==> src/rtl/mem_ctrl_pkg.sv <==
/*
 * Shared constants for the stacked flash and RAM bus controller: APB register map,
 * field positions, reset values and the pin timing counts.
 * Assumes a 25 MHz system clock and a device that needs 85 ns read access.
 */
package mem_ctrl_pkg;

   // ****************************************
   // Clock and timing
   // ****************************************
   localparam int CLK_PERIOD_NS = 40;
   localparam int ACCESS_NS = 85;
   localparam int ACCESS_CYC = (ACCESS_NS + CLK_PERIOD_NS - 1) / CLK_PERIOD_NS;

   // ****************************************
   // Array sizes
   // ****************************************
   localparam int FLASH_WORDS = 2097152;
   localparam int RAM_WORDS = 1048576;
   localparam int FLASH_AW = 21;
   localparam int RAM_AW = 20;
   localparam int PARAM_BLOCKS = 8;
   localparam int PARAM_BLOCK_WORDS = 4096;
   localparam int MAIN_BLOCKS = 63;
   localparam int MAIN_BLOCK_WORDS = 32768;

   // ****************************************
   // Register map (byte addresses)
   // ****************************************
   localparam logic [7:0] ADDR_CTRL = 8'h00;
   localparam logic [7:0] ADDR_ADDR = 8'h04;
   localparam logic [7:0] ADDR_WDATA = 8'h08;
   localparam logic [7:0] ADDR_RDATA = 8'h0c;
   localparam logic [7:0] ADDR_STAT = 8'h10;
   localparam logic [7:0] ADDR_CMD = 8'h14;

   // Control register fields.
   localparam int CTRL_FRST = 0;
   localparam int CTRL_WP = 1;
   localparam int CTRL_SLEEP = 2;
   localparam int CTRL_LB = 3;
   localparam int CTRL_UB = 4;
   localparam logic [4:0] CTRL_RESET = 5'h1c;

   // Command register fields.
   localparam int CMD_GO = 0;
   localparam int CMD_WRITE = 1;
   localparam int CMD_RAM = 2;
   localparam int CMD_PE = 3;

   // Status register fields.
   localparam int STAT_BUSY = 0;
   localparam int STAT_FBUSY = 1;
   localparam int STAT_REFUSED = 2;

   typedef enum logic [3:0] {
      ST_IDLE = 4'b0001,
      ST_SETUP = 4'b0010,
      ST_STROBE = 4'b0100,
      ST_HOLD = 4'b1000
   } cyc_state_t;

endpackage : mem_ctrl_pkg

==> src/rtl/pin_sync_if.sv <==
/*
 * Interface between the controller core and its pin synchroniser.
 * Assumes both ends run on the same clock.
 */
interface pin_sync_if;
   logic busy_raw_n;
   logic busy_n;
   logic [15:0] dq_raw;
   logic [15:0] dq;
   modport syncer (input busy_raw_n, input dq_raw, output busy_n, output dq);
   modport core (output busy_raw_n, output dq_raw, input busy_n, input dq);
endinterface : pin_sync_if

==> src/rtl/mem_ctrl.sv <==
/*
 * Host controller for a stacked boot-block flash and pseudo-static RAM on shared pins.
 * Software issues single word reads and writes through APB registers; the block
 * drives the asynchronous strobes. Assumes pins are wired directly to the package.
 */
// Functional notes
// - Low address shared; flash gets two own upper bits, RAM one own bit.
// - Only one die may drive the shared data lines at once.
// - Flash reset low means power-down; held high for all operations. Here the pin follows CTRL_FRST, which resets low, and cycles are not blocked.
// - Flash output strobe and write strobe never low together.
// - One erase or program at a time; host waits, no queue.
// - Command write address lies inside the targeted block.
module mem_ctrl
   import mem_ctrl_pkg::*;
(
   // Clock and reset
   input wire logic CLK_IN,
   input wire logic NRST_IN,
   // APB slave
   input wire logic PSEL_IN,
   input wire logic PENABLE_IN,
   input wire logic PWRITE_IN,
   input wire logic [7:0] PADDR_IN,
   input wire logic [31:0] PWDATA_IN,
   output logic [31:0] PRDATA_OUT,
   output logic PREADY_OUT,
   output logic PSLVERR_OUT,
   // Shared and per-die address pins, shared data pins
   output logic [16:0] ADDR_LOW_OUT,
   output logic [1:0] ADDR_MID_OUT,
   output logic FLASH_UPPER_ADDR_A_OUT,
   output logic FLASH_UPPER_ADDR_B_OUT,
   output logic RAM_UPPER_ADDR_OUT,
   input wire logic [15:0] DQ_IN,
   output logic [15:0] DQ_OUT,
   output logic [15:0] DQ_OE_OUT,
   // Flash controls
   output logic FLASH_CE_N_OUT,
   output logic FLASH_OE_N_OUT,
   output logic FLASH_WE_N_OUT,
   output logic FLASH_RST_N_OUT,
   output logic FLASH_WP_N_OUT,
   input wire logic FLASH_BUSY_FLAG_N_IN,
   // RAM controls
   output logic RAM_SELECT_N_OUT,
   output logic RAM_SLEEP_CTRL_OUT,
   output logic RAM_OE_N_OUT,
   output logic RAM_WE_N_OUT,
   output logic RAM_LOW_LANE_N_OUT,
   output logic RAM_HIGH_LANE_N_OUT
);
   cyc_state_t state_reg;
   logic [4:0] ctrl_reg;
   logic [20:0] addr_reg;
   logic [15:0] wdata_reg;
   logic [15:0] rdata_reg;
   logic op_write_reg;
   logic op_ram_reg;
   logic op_pe_reg;
   logic pe_active_reg;
   logic refused_reg;
   logic [2:0] cnt_reg;
   logic apb_wr;
   logic apb_rd;
   logic go;
   logic flash_busy;
   pin_sync_if pins ();

   assign pins.busy_raw_n = FLASH_BUSY_FLAG_N_IN;
   assign pins.dq_raw = DQ_IN;

   pin_sync u_sync (
      .clk_in(CLK_IN),
      .nrst_in(NRST_IN),
      .pins(pins)
   );

   assign flash_busy = ~pins.busy_n;
   assign apb_wr = PSEL_IN & PENABLE_IN & PWRITE_IN & PREADY_OUT;
   assign apb_rd = PSEL_IN & ~PENABLE_IN & ~PWRITE_IN;
   assign go = apb_wr && (PADDR_IN == ADDR_CMD) && PWDATA_IN[CMD_GO]
      && (state_reg == ST_IDLE);

   // ****************************************
   // APB slave
   // ****************************************
   always_ff @(posedge CLK_IN or negedge NRST_IN) begin
      if (!NRST_IN) begin
         PREADY_OUT <= 1'b0;
         PSLVERR_OUT <= 1'b0;
         PRDATA_OUT <= 32'h0;
      end else begin
         PREADY_OUT <= PSEL_IN & ~PENABLE_IN;
         PSLVERR_OUT <= 1'b0;
         if (apb_rd) begin
            case (PADDR_IN)
               ADDR_CTRL: PRDATA_OUT <= {27'h0, ctrl_reg};
               ADDR_ADDR: PRDATA_OUT <= {11'h0, addr_reg};
               ADDR_WDATA: PRDATA_OUT <= {16'h0, wdata_reg};
               ADDR_RDATA: PRDATA_OUT <= {16'h0, rdata_reg};
               ADDR_STAT: PRDATA_OUT <= {29'h0, refused_reg, flash_busy,
                  state_reg != ST_IDLE};
               default: PRDATA_OUT <= 32'h0;
            endcase
         end
      end
   end

   always_ff @(posedge CLK_IN or negedge NRST_IN) begin
      if (!NRST_IN) begin
         ctrl_reg <= CTRL_RESET;
         addr_reg <= 21'h0;
         wdata_reg <= 16'h0;
      end else if (apb_wr) begin
         case (PADDR_IN)
            ADDR_CTRL: ctrl_reg <= PWDATA_IN[4:0];
            ADDR_ADDR: addr_reg <= PWDATA_IN[20:0];
            ADDR_WDATA: wdata_reg <= PWDATA_IN[15:0];
            default: ;
         endcase
      end
   end

   // ****************************************
   // Bus cycle sequencer
   // ****************************************
   // busy check
   always_ff @(posedge CLK_IN or negedge NRST_IN) begin
      if (!NRST_IN) begin
         op_write_reg <= 1'b0;
         op_ram_reg <= 1'b0;
         op_pe_reg <= 1'b0;
         refused_reg <= 1'b0;
      end else if (go) begin
         op_write_reg <= PWDATA_IN[CMD_WRITE];
         op_ram_reg <= PWDATA_IN[CMD_RAM];
         op_pe_reg <= PWDATA_IN[CMD_PE];
         refused_reg <= PWDATA_IN[CMD_PE] & ~PWDATA_IN[CMD_RAM] & (flash_busy | pe_active_reg);
      end
   end

   always_ff @(posedge CLK_IN or negedge NRST_IN) begin
      if (!NRST_IN) begin
         pe_active_reg <= 1'b0;
      end else if (state_reg == ST_HOLD && op_pe_reg && !op_ram_reg && !refused_reg) begin
         pe_active_reg <= 1'b1;
      end else if (!flash_busy && state_reg == ST_IDLE && cnt_reg == 3'h0) begin
         pe_active_reg <= 1'b0;
      end
   end

   always_ff @(posedge CLK_IN or negedge NRST_IN) begin
      if (!NRST_IN) begin
         state_reg <= ST_IDLE;
         cnt_reg <= 3'h0;
         rdata_reg <= 16'h0;
      end else begin
         case (state_reg)
            ST_IDLE: begin
               if (cnt_reg != 3'h0) begin
                  cnt_reg <= cnt_reg - 3'h1;
               end
               if (go && !(PWDATA_IN[CMD_PE] && !PWDATA_IN[CMD_RAM]
                  && (flash_busy || pe_active_reg))) begin
                  state_reg <= ST_SETUP;
               end
            end
            ST_SETUP: begin
               state_reg <= ST_STROBE;
               cnt_reg <= 3'(ACCESS_CYC + 2);
            end
            ST_STROBE: begin
               if (cnt_reg == 3'h0) begin
                  state_reg <= ST_HOLD;
                  rdata_reg <= pins.dq;
               end else begin
                  cnt_reg <= cnt_reg - 3'h1;
               end
            end
            ST_HOLD: begin
               state_reg <= ST_IDLE;
               cnt_reg <= 3'h3;
            end
            default: state_reg <= ST_IDLE;
         endcase
      end
   end

   // ****************************************
   // Pin drivers
   // ****************************************
   always_ff @(posedge CLK_IN or negedge NRST_IN) begin
      if (!NRST_IN) begin
         ADDR_LOW_OUT <= 17'h0;
         ADDR_MID_OUT <= 2'h0;
         FLASH_UPPER_ADDR_A_OUT <= 1'b0;
         FLASH_UPPER_ADDR_B_OUT <= 1'b0;
         RAM_UPPER_ADDR_OUT <= 1'b0;
      end else begin
         ADDR_LOW_OUT <= addr_reg[16:0];
         ADDR_MID_OUT <= addr_reg[19:18];
         FLASH_UPPER_ADDR_A_OUT <= addr_reg[17];
         FLASH_UPPER_ADDR_B_OUT <= addr_reg[20];
         RAM_UPPER_ADDR_OUT <= addr_reg[17];
      end
   end

   always_ff @(posedge CLK_IN or negedge NRST_IN) begin
      if (!NRST_IN) begin
         FLASH_CE_N_OUT <= 1'b1;
         FLASH_OE_N_OUT <= 1'b1;
         FLASH_WE_N_OUT <= 1'b1;
         RAM_SELECT_N_OUT <= 1'b1;
         RAM_OE_N_OUT <= 1'b1;
         RAM_WE_N_OUT <= 1'b1;
         DQ_OUT <= 16'h0;
         DQ_OE_OUT <= 16'h0;
      end else begin
         FLASH_CE_N_OUT <= ~((state_reg != ST_IDLE) && !op_ram_reg) | ~state_active();
         RAM_SELECT_N_OUT <= ~((state_reg != ST_IDLE) && op_ram_reg) | ~state_active();
         FLASH_OE_N_OUT <= ~(state_reg == ST_STROBE && !op_ram_reg && !op_write_reg);
         FLASH_WE_N_OUT <= ~(state_reg == ST_STROBE && !op_ram_reg && op_write_reg);
         RAM_OE_N_OUT <= ~(state_reg == ST_STROBE && op_ram_reg && !op_write_reg);
         RAM_WE_N_OUT <= ~(state_reg == ST_STROBE && op_ram_reg && op_write_reg);
         DQ_OUT <= wdata_reg;
         DQ_OE_OUT <= {16{state_active() && op_write_reg}};
      end
   end

   always_ff @(posedge CLK_IN or negedge NRST_IN) begin
      if (!NRST_IN) begin
         FLASH_RST_N_OUT <= 1'b0;
         FLASH_WP_N_OUT <= 1'b0;
         RAM_SLEEP_CTRL_OUT <= 1'b1;
         RAM_LOW_LANE_N_OUT <= 1'b1;
         RAM_HIGH_LANE_N_OUT <= 1'b1;
      end else begin
         FLASH_RST_N_OUT <= ctrl_reg[CTRL_FRST];
         FLASH_WP_N_OUT <= ctrl_reg[CTRL_WP];
         RAM_SLEEP_CTRL_OUT <= ctrl_reg[CTRL_SLEEP];
         RAM_LOW_LANE_N_OUT <= ~ctrl_reg[CTRL_LB];
         RAM_HIGH_LANE_N_OUT <= ~ctrl_reg[CTRL_UB];
      end
   end

   // Select and data drive stay on through the hold state. The write strobe then rises
   // while the die is still selected and the data still stand, so the word is latched.
   function automatic logic state_active();
      return (state_reg == ST_SETUP) || (state_reg == ST_STROBE) || (state_reg == ST_HOLD);
   endfunction : state_active

   // ****************************************
   // Assertions
   // ****************************************
   a_strobe_excl: assert property (@(posedge CLK_IN) disable iff (!NRST_IN)
      !(!FLASH_OE_N_OUT && !FLASH_WE_N_OUT)) else $error("flash strobes both low");
   a_one_die: assert property (@(posedge CLK_IN) disable iff (!NRST_IN)
      !(!FLASH_CE_N_OUT && !RAM_SELECT_N_OUT)) else $error("both dies selected");
   a_dq_contend: assert property (@(posedge CLK_IN) disable iff (!NRST_IN)
      (DQ_OE_OUT != 16'h0) |-> (FLASH_OE_N_OUT && RAM_OE_N_OUT))
      else $error("host drives data during a read");
   a_busy_refuse: assert property (@(posedge CLK_IN) disable iff (!NRST_IN)
      (go && flash_busy && PWDATA_IN[CMD_PE] && !PWDATA_IN[CMD_RAM]) |=> state_reg == ST_IDLE)
      else $error("program started while busy");
   a_pe_single: assert property (@(posedge CLK_IN) disable iff (!NRST_IN)
      (go && pe_active_reg && PWDATA_IN[CMD_PE] && !PWDATA_IN[CMD_RAM]) |=> refused_reg)
      else $error("second program not refused");
   a_rst_follow: assert property (@(posedge CLK_IN) disable iff (!NRST_IN)
      $changed(ctrl_reg[CTRL_FRST]) |=> FLASH_RST_N_OUT == $past(ctrl_reg[CTRL_FRST]))
      else $error("flash reset pin lags control");
   a_sleep_follow: assert property (@(posedge CLK_IN) disable iff (!NRST_IN)
      NRST_IN |=> RAM_SLEEP_CTRL_OUT == $past(ctrl_reg[CTRL_SLEEP]))
      else $error("sleep pin wrong");
   a_lane_follow: assert property (@(posedge CLK_IN) disable iff (!NRST_IN)
      NRST_IN |=> RAM_LOW_LANE_N_OUT != $past(ctrl_reg[CTRL_LB])
      && RAM_HIGH_LANE_N_OUT != $past(ctrl_reg[CTRL_UB])) else $error("lane pin wrong");
   a_addr_split: assert property (@(posedge CLK_IN) disable iff (!NRST_IN)
      NRST_IN |=> RAM_UPPER_ADDR_OUT == $past(addr_reg[17])
      && FLASH_UPPER_ADDR_B_OUT == $past(addr_reg[20]))
      else $error("address split wrong");
   a_cycle_len: assert property (@(posedge CLK_IN) disable iff (!NRST_IN)
      (state_reg == ST_SETUP) |=> ##[1:8] state_reg == ST_HOLD) else $error("cycle too long");

   c_flash_read: cover property (@(posedge CLK_IN) !FLASH_OE_N_OUT);
   c_flash_write: cover property (@(posedge CLK_IN) !FLASH_WE_N_OUT);
   c_ram_write: cover property (@(posedge CLK_IN) !RAM_WE_N_OUT);
   c_refused: cover property (@(posedge CLK_IN) refused_reg);

endmodule : mem_ctrl

==> src/rtl/pin_sync.sv <==
/*
 * Two-stage synchroniser for the asynchronous pins read back from the package.
 * Assumes the pins may change at any time relative to the clock.
 */
module pin_sync (
   // Clock and reset
   input wire logic clk_in,
   input wire logic nrst_in,
   // Pins
   pin_sync_if.syncer pins
);
   logic [16:0] stage1_reg;
   logic [16:0] stage2_reg;

   // ****************************************
   // Synchroniser
   // ****************************************
   always_ff @(posedge clk_in or negedge nrst_in) begin
      if (!nrst_in) begin
         stage1_reg <= 17'h10000;
         stage2_reg <= 17'h10000;
      end else begin
         stage1_reg <= {pins.busy_raw_n, pins.dq_raw};
         stage2_reg <= stage1_reg;
      end
   end

   assign pins.busy_n = stage2_reg[16];
   assign pins.dq = stage2_reg[15:0];

endmodule : pin_sync

==> config.mk <==
export PLATFORM = sky130hd
export DESIGN_NAME = mem_ctrl
export DESIGN_NICKNAME = d
export VERILOG_FILES = /design/src/rtl/mem_ctrl_pkg.sv /design/src/rtl/pin_sync_if.sv /design/src/rtl/mem_ctrl.sv /design/src/rtl/pin_sync.sv
export SDC_FILE = /design/constraint.sdc
export NUM_CORES = 1
export LEC_CHECK = 0
export ABC_AREA = 1
export BUFFER_PORTS_ARGS = -buffer_cell sky130_fd_sc_hd__buf_2
export CAP_MARGIN = 40
export CORE_MARGIN = 2
export CORE_UTILIZATION = 57
export CTS_BUF_LIST = sky130_fd_sc_hd__clkbuf_8 sky130_fd_sc_hd__clkbuf_16
export CTS_CLUSTER_SIZE = 28
export DETAILED_ROUTE_END_ITERATION = 16
export HOLD_SLACK_MARGIN = 0.02
export PLACE_DENSITY = 0.9
export SYNTH_ARGS = -nofsm -noshare
export SYNTH_HDL_FRONTEND = slang
export SYNTH_HIERARCHICAL = 1
export SYNTH_SLANG_ARGS = --single-unit
==> constraint.sdc <==
create_clock -name CLK_IN -period 4.2 [get_ports CLK_IN]
set_clock_uncertainty 0.1 [all_clocks]
set_input_delay 0.42 -clock CLK_IN [delete_from_list [all_inputs] [get_ports CLK_IN]]
set_output_delay 0.42 -clock CLK_IN [all_outputs]
set_load 0.01 [all_outputs]
; Word-level counts from Yosys, hierarchy flattened
; Cells that the tools add are included.
; Widths: inputs -> output; s select.
[op_classes]
addsub = 1
eq_ne = 14
n_mux = 9
bitwise = 23
reduce_logical = 39
[ops]
columns = op, count
row1 = $pmux 21 s5, 1
row2 = $logic_and 1x1->1, 20
row3 = $eq 8x4->1 const B, 2
row4 = $eq 8x5->1 const B, 2
row5 = $not 1->1, 13
row6 = $pmux 3 s4, 1
row7 = $pmux 4 s3, 1
row8 = $reduce_and 2->1, 5
row9 = $eq 8x3->1 const B, 1
row10 = $logic_not 8->1, 1
row11 = $mux 4, 2
row12 = $and 1x1->1, 7
row13 = $mux 3, 2
row14 = $logic_not 1->1, 5
row15 = $eq 4x1->1 const B, 1
row16 = $eq 4x2->1 const B, 1
row17 = $eq 4x3->1 const B, 1
row18 = $eq 4x4->1 const B, 1
row19 = $ne 2x1->1 const B, 2
row20 = $ne 2x2->1 const B, 2
row21 = $ne 4x1->1 const B, 1
row22 = $reduce_bool 4->1, 1
row23 = $logic_not 3->1, 1
row24 = $logic_or 1x1->1, 3
row25 = 6 further kinds, 9
[totals]
register_bits = 186
out_inout_bits = 99

; Logic depth before layout (Yosys ltp)
[logic_depth]
ltp_word = 9
ltp_mapped = 10
ltp_nobuf = 10

; By module
; Netlist, hierarchy kept.
[by_module_without_submodules]
columns = module, instances, cells_per_inst, area_per_inst_um2, seq_area_each_um2
row1 = mem_ctrl, 1, 612, 5836.8, 3544.6
row2 = pin_sync, 1, 34, 853.3, 853.3

; Worst setup path before layout
; OpenSTA, ideal clock, no wires.
[synth_path]
path_type = in2reg
startpoint = input port PADDR_IN[0]
endpoint = register wdata_reg[10]
setup_ns = 0.123
t_arrival_ns = 1.210
t_required_ns = 3.977
path_slack_ns = 2.767
cell_stages = 7
path_cell_list = inv_1 nand2_1 nor2_4 nand2_2 clkbuf_1 o21ai_0 nand2_1
[synth_between]
elab_chain_len = 2
[synth_rtl]
columns = element, line
row1 = from (decl), mem_ctrl.sv:23  ; input wire logic [7:0] PADDR_IN,
row2 = $eq 8x4->1, mem_ctrl.sv:115  ; case (PADDR_IN)
row3 = $reduce_and 2->1 (no source line), n/a
row4 = to (signal assigned), mem_ctrl.sv:118  ; ADDR_WDATA: wdata_reg <= PWDATA_IN[15:0];
row5 = to (decl), mem_ctrl.sv:55  ; logic [15:0] wdata_reg;
; No other way between the ends.
; A chain may end at the register's enable or synchronous reset.

; Worst setup path in the final report
[layout_path]
startpoint = input port PADDR_IN[0]
endpoint = register wdata_reg[1]
; Same word-level chain as after synthesis.

==> reports/metrics.cfg <==
[logic_synthesis]
syn_area_sq_um = 6690
synth_edf_count = 0
synth_ff_type = dfrtp_1
yosysSeqAreaShare = 0.657
syn_inst = 646
synth_seq_cells = 175
synth.distinct_cells = 32
avgSynthCellArea_sq_um = 10.4
async_flop_share = 1.00
yosysWarnings = 6

[floorplan]
io_pins = 161
fp-row-count = 39
die-width_um = 112
die_y_um = 112
dieArea_sq_um = 12600
floorplan.initialDensity = 0.586
fp.coreArea_sq_um = 11400

[finish]
layout-drive-gt1-share = 0.271
most-common-layout-cells = nand2_1, dfrtp_1, buf_2
layout_commonest_cell = nand2_1
fin_nets = 852
final_cell_area_sq_um = 8060
final_util = 0.706
fill_cells = 806
syn_to_final_growth_pct = 20.4

[grt]
grt_max_degree = 102
grt_pass1_vias = 4687
grt_pass1_wl_um = 23200
antenna_found_initial = 2
gr-total-overflow = 0
grt_usage = 0.235

[pwr]
clkPwrFrac = 0.422
p_comb_frac = 0.068
power.internal_mw = 2.66
p_total_mw = 3.43
seq_power_share = 0.509
switching_share = 0.227
power.leakage_nw = 4.48
ir_drop_mv = 0.286
p_switching_mw = 0.778
powerDensity_nw_per_um2 = 426

[clocking]
tritoncts = yes
clk_pin_slew_ps = 60
cts_max_level = 4
post_cts_resized = 0
clockBufferDepth = 2
holdBufCountCts = 18
clk_latency_ps = 430
cts_sinks = 175
numCtsBuffers = 17
cts-root-buf = clkbuf_16
cts_setup_buffers = 0

[detailed_routing]
dr.pass1.iters = 5
wl_per_cell_um = 14.8
drc = 0
drtIter0Drc = 483
totalWireLength_um = 14000
via_per_inst = 5.19
via_count = 4905
final_antenna_net_count = 0

[worst_setup_path]
ff2ff_setup_slack_ps = 2440
r2r-end = rdata_reg[2]
start_kind = primary input
cp-endpoint = wdata_reg[1]
critPathMaxFanout = 21
arrival_ps = 2180
critPathCaptureType = register
worstPathRequired_ps = 4450
crit_path_max_incr_delay_ps = 510
startpoint = PADDR_IN[0]
reg2reg_from = state_reg[1]
cp_cell_sequence = buf_2 > inv_1 > nand2_1 > nor2_4 > nand2_2 > nor2_4 > nor2_1 > a21oi_2
critPathMostFrequentCell = nor2_4
worst_r2r_path_depth = 7
slowest_stage = nor2_4
crit_type = in -> reg

[place]
dp_hpwl_um = 9300
placed_area_sq_um = 7320
place_congestion = 0.855
portBuffers = 137

[timing]
setup_viol = 0
fmax_ghz = 0.518
slew_headroom = 0.627
hold_viol_final = 0
period_share = 0.460
finalCriticalPeriod_ps = 1930
drv_slew = 0
tightest_slew_ps = 558
rsz0062_at_grt = false
whs_ps = 124
fin_tns_setup_ps = 0

[hold_path]
hold_path_startpoint = PWDATA_IN[15]
hp-class = in -> reg

[job]
maxCapViolCount = 0

[outcome]
status = finished, final reports clean

-- layer usage --
metal  vias to the layer above  GRT usage  wire length, um
met2                       224      0.371             6840
met5                         -          0                7
met3                        36     0.0502              982
met1                      2345      0.318             5830
li1                       2298          -                -
met4                         2      0.110              352
-- cell usage after synthesis (2+ instances only) --
cell type / n / area, sq um
dfstp_2: 15 / 394
or2_2: 3 / 18.8
nand3_1: 90 / 450
a21oi_2: 4 / 35.0
o21ai_1: 5 / 25.0
nor2_4: 4 / 45.0
nor2_2: 2 / 12.5
nor2_1: 24 / 90.1
inv_2: 5 / 18.8
nand2_2: 4 / 25.0
ha_1: 2 / 25.0
buf_4: 30 / 225
o21ai_0: 22 / 110
buf_2: 8 / 40.0
inv_1: 36 / 135
o21ai_2: 4 / 35.0
clkbuf_1: 4 / 15.0
dfrtp_1: 160 / 4000
nand2_1: 204 / 766
nand3_4: 2 / 35.0
buf_6: 6 / 67.6
a21oi_1: 2 / 10.0
-- worst min path at each step --
| stage | end | slack (ps) | depth (start not counted) |
|---|---|---|---|
| after floorplan | ADDR_LOW_OUT[0] | 20 | 0 |
| after global placement | u_sync/stage2_reg[11] | 230 | 0 |
| after detailed placement | u_sync/stage2_reg[5] | 230 | 0 |
| after CTS | wdata_reg[15] | 110 | 3 |
| after global routing | wdata_reg[5] | 130 | 3 |
| final | wdata_reg[15] | 120 | 3 |
-- worst max-delay path, delay by kind of cell --
kind,cells,cell delay [ps]
simple gates,5,1470
buf+inv,2,150
compound gates,1,120
-- logic make-up after synthesis --
| family | count (synthesis) | synth area share |
|---|---|---|
| XOR/XNOR | 1 | 0.00131 |
| AND/OR/NAND/NOR | 339 | 0.228 |
| flip-flops | 175 | 0.657 |
| other | 1 | 0.000561 |
| buffers and inverters | 89 | 0.0750 |
| adder cells (fa/ha/maj) | 2 | 0.00374 |
| AO/OA/AOI/OAI | 39 | 0.0344 |
-- stage by stage --
| step | setup WS [ps] | std cells |
|---|---|---|
| final | 2270 | 945 |
| after global routing | 2140 | 945 |
| after CTS | 2290 | 944 |
| after detailed placement | 1880 | 894 |
| after global placement | 1910 | 892 |
| after floorplan | 2770 | 657 |
-- layout make-up --
class / instances / area [sq um] / area share
flip-flops and latches: 175 / 4400 / 0.546
multi-input cells: 393 / 1830 / 0.227
repair buffers: 160 / 937 / 0.116
clock buffers: 19 / 453 / 0.0562
well taps: 143 / 179 / 0.0222
inverters: 41 / 154 / 0.0191
clock inverters: 13 / 101 / 0.0126
diodes: 1 / 2.50 / 0.000311
-- power groups by stage --
stage                     clock (mW)  sequential [mW]  combinational [mW]
after detailed placement           0             1.78               0.222
after global routing            1.55             1.75               0.270
after CTS                       1.47             1.75               0.236
final                           1.45             1.75               0.234
after floorplan                    0             1.78               0.128
after global placement             0             1.78               0.209
(Power assumes the default switching activity.)
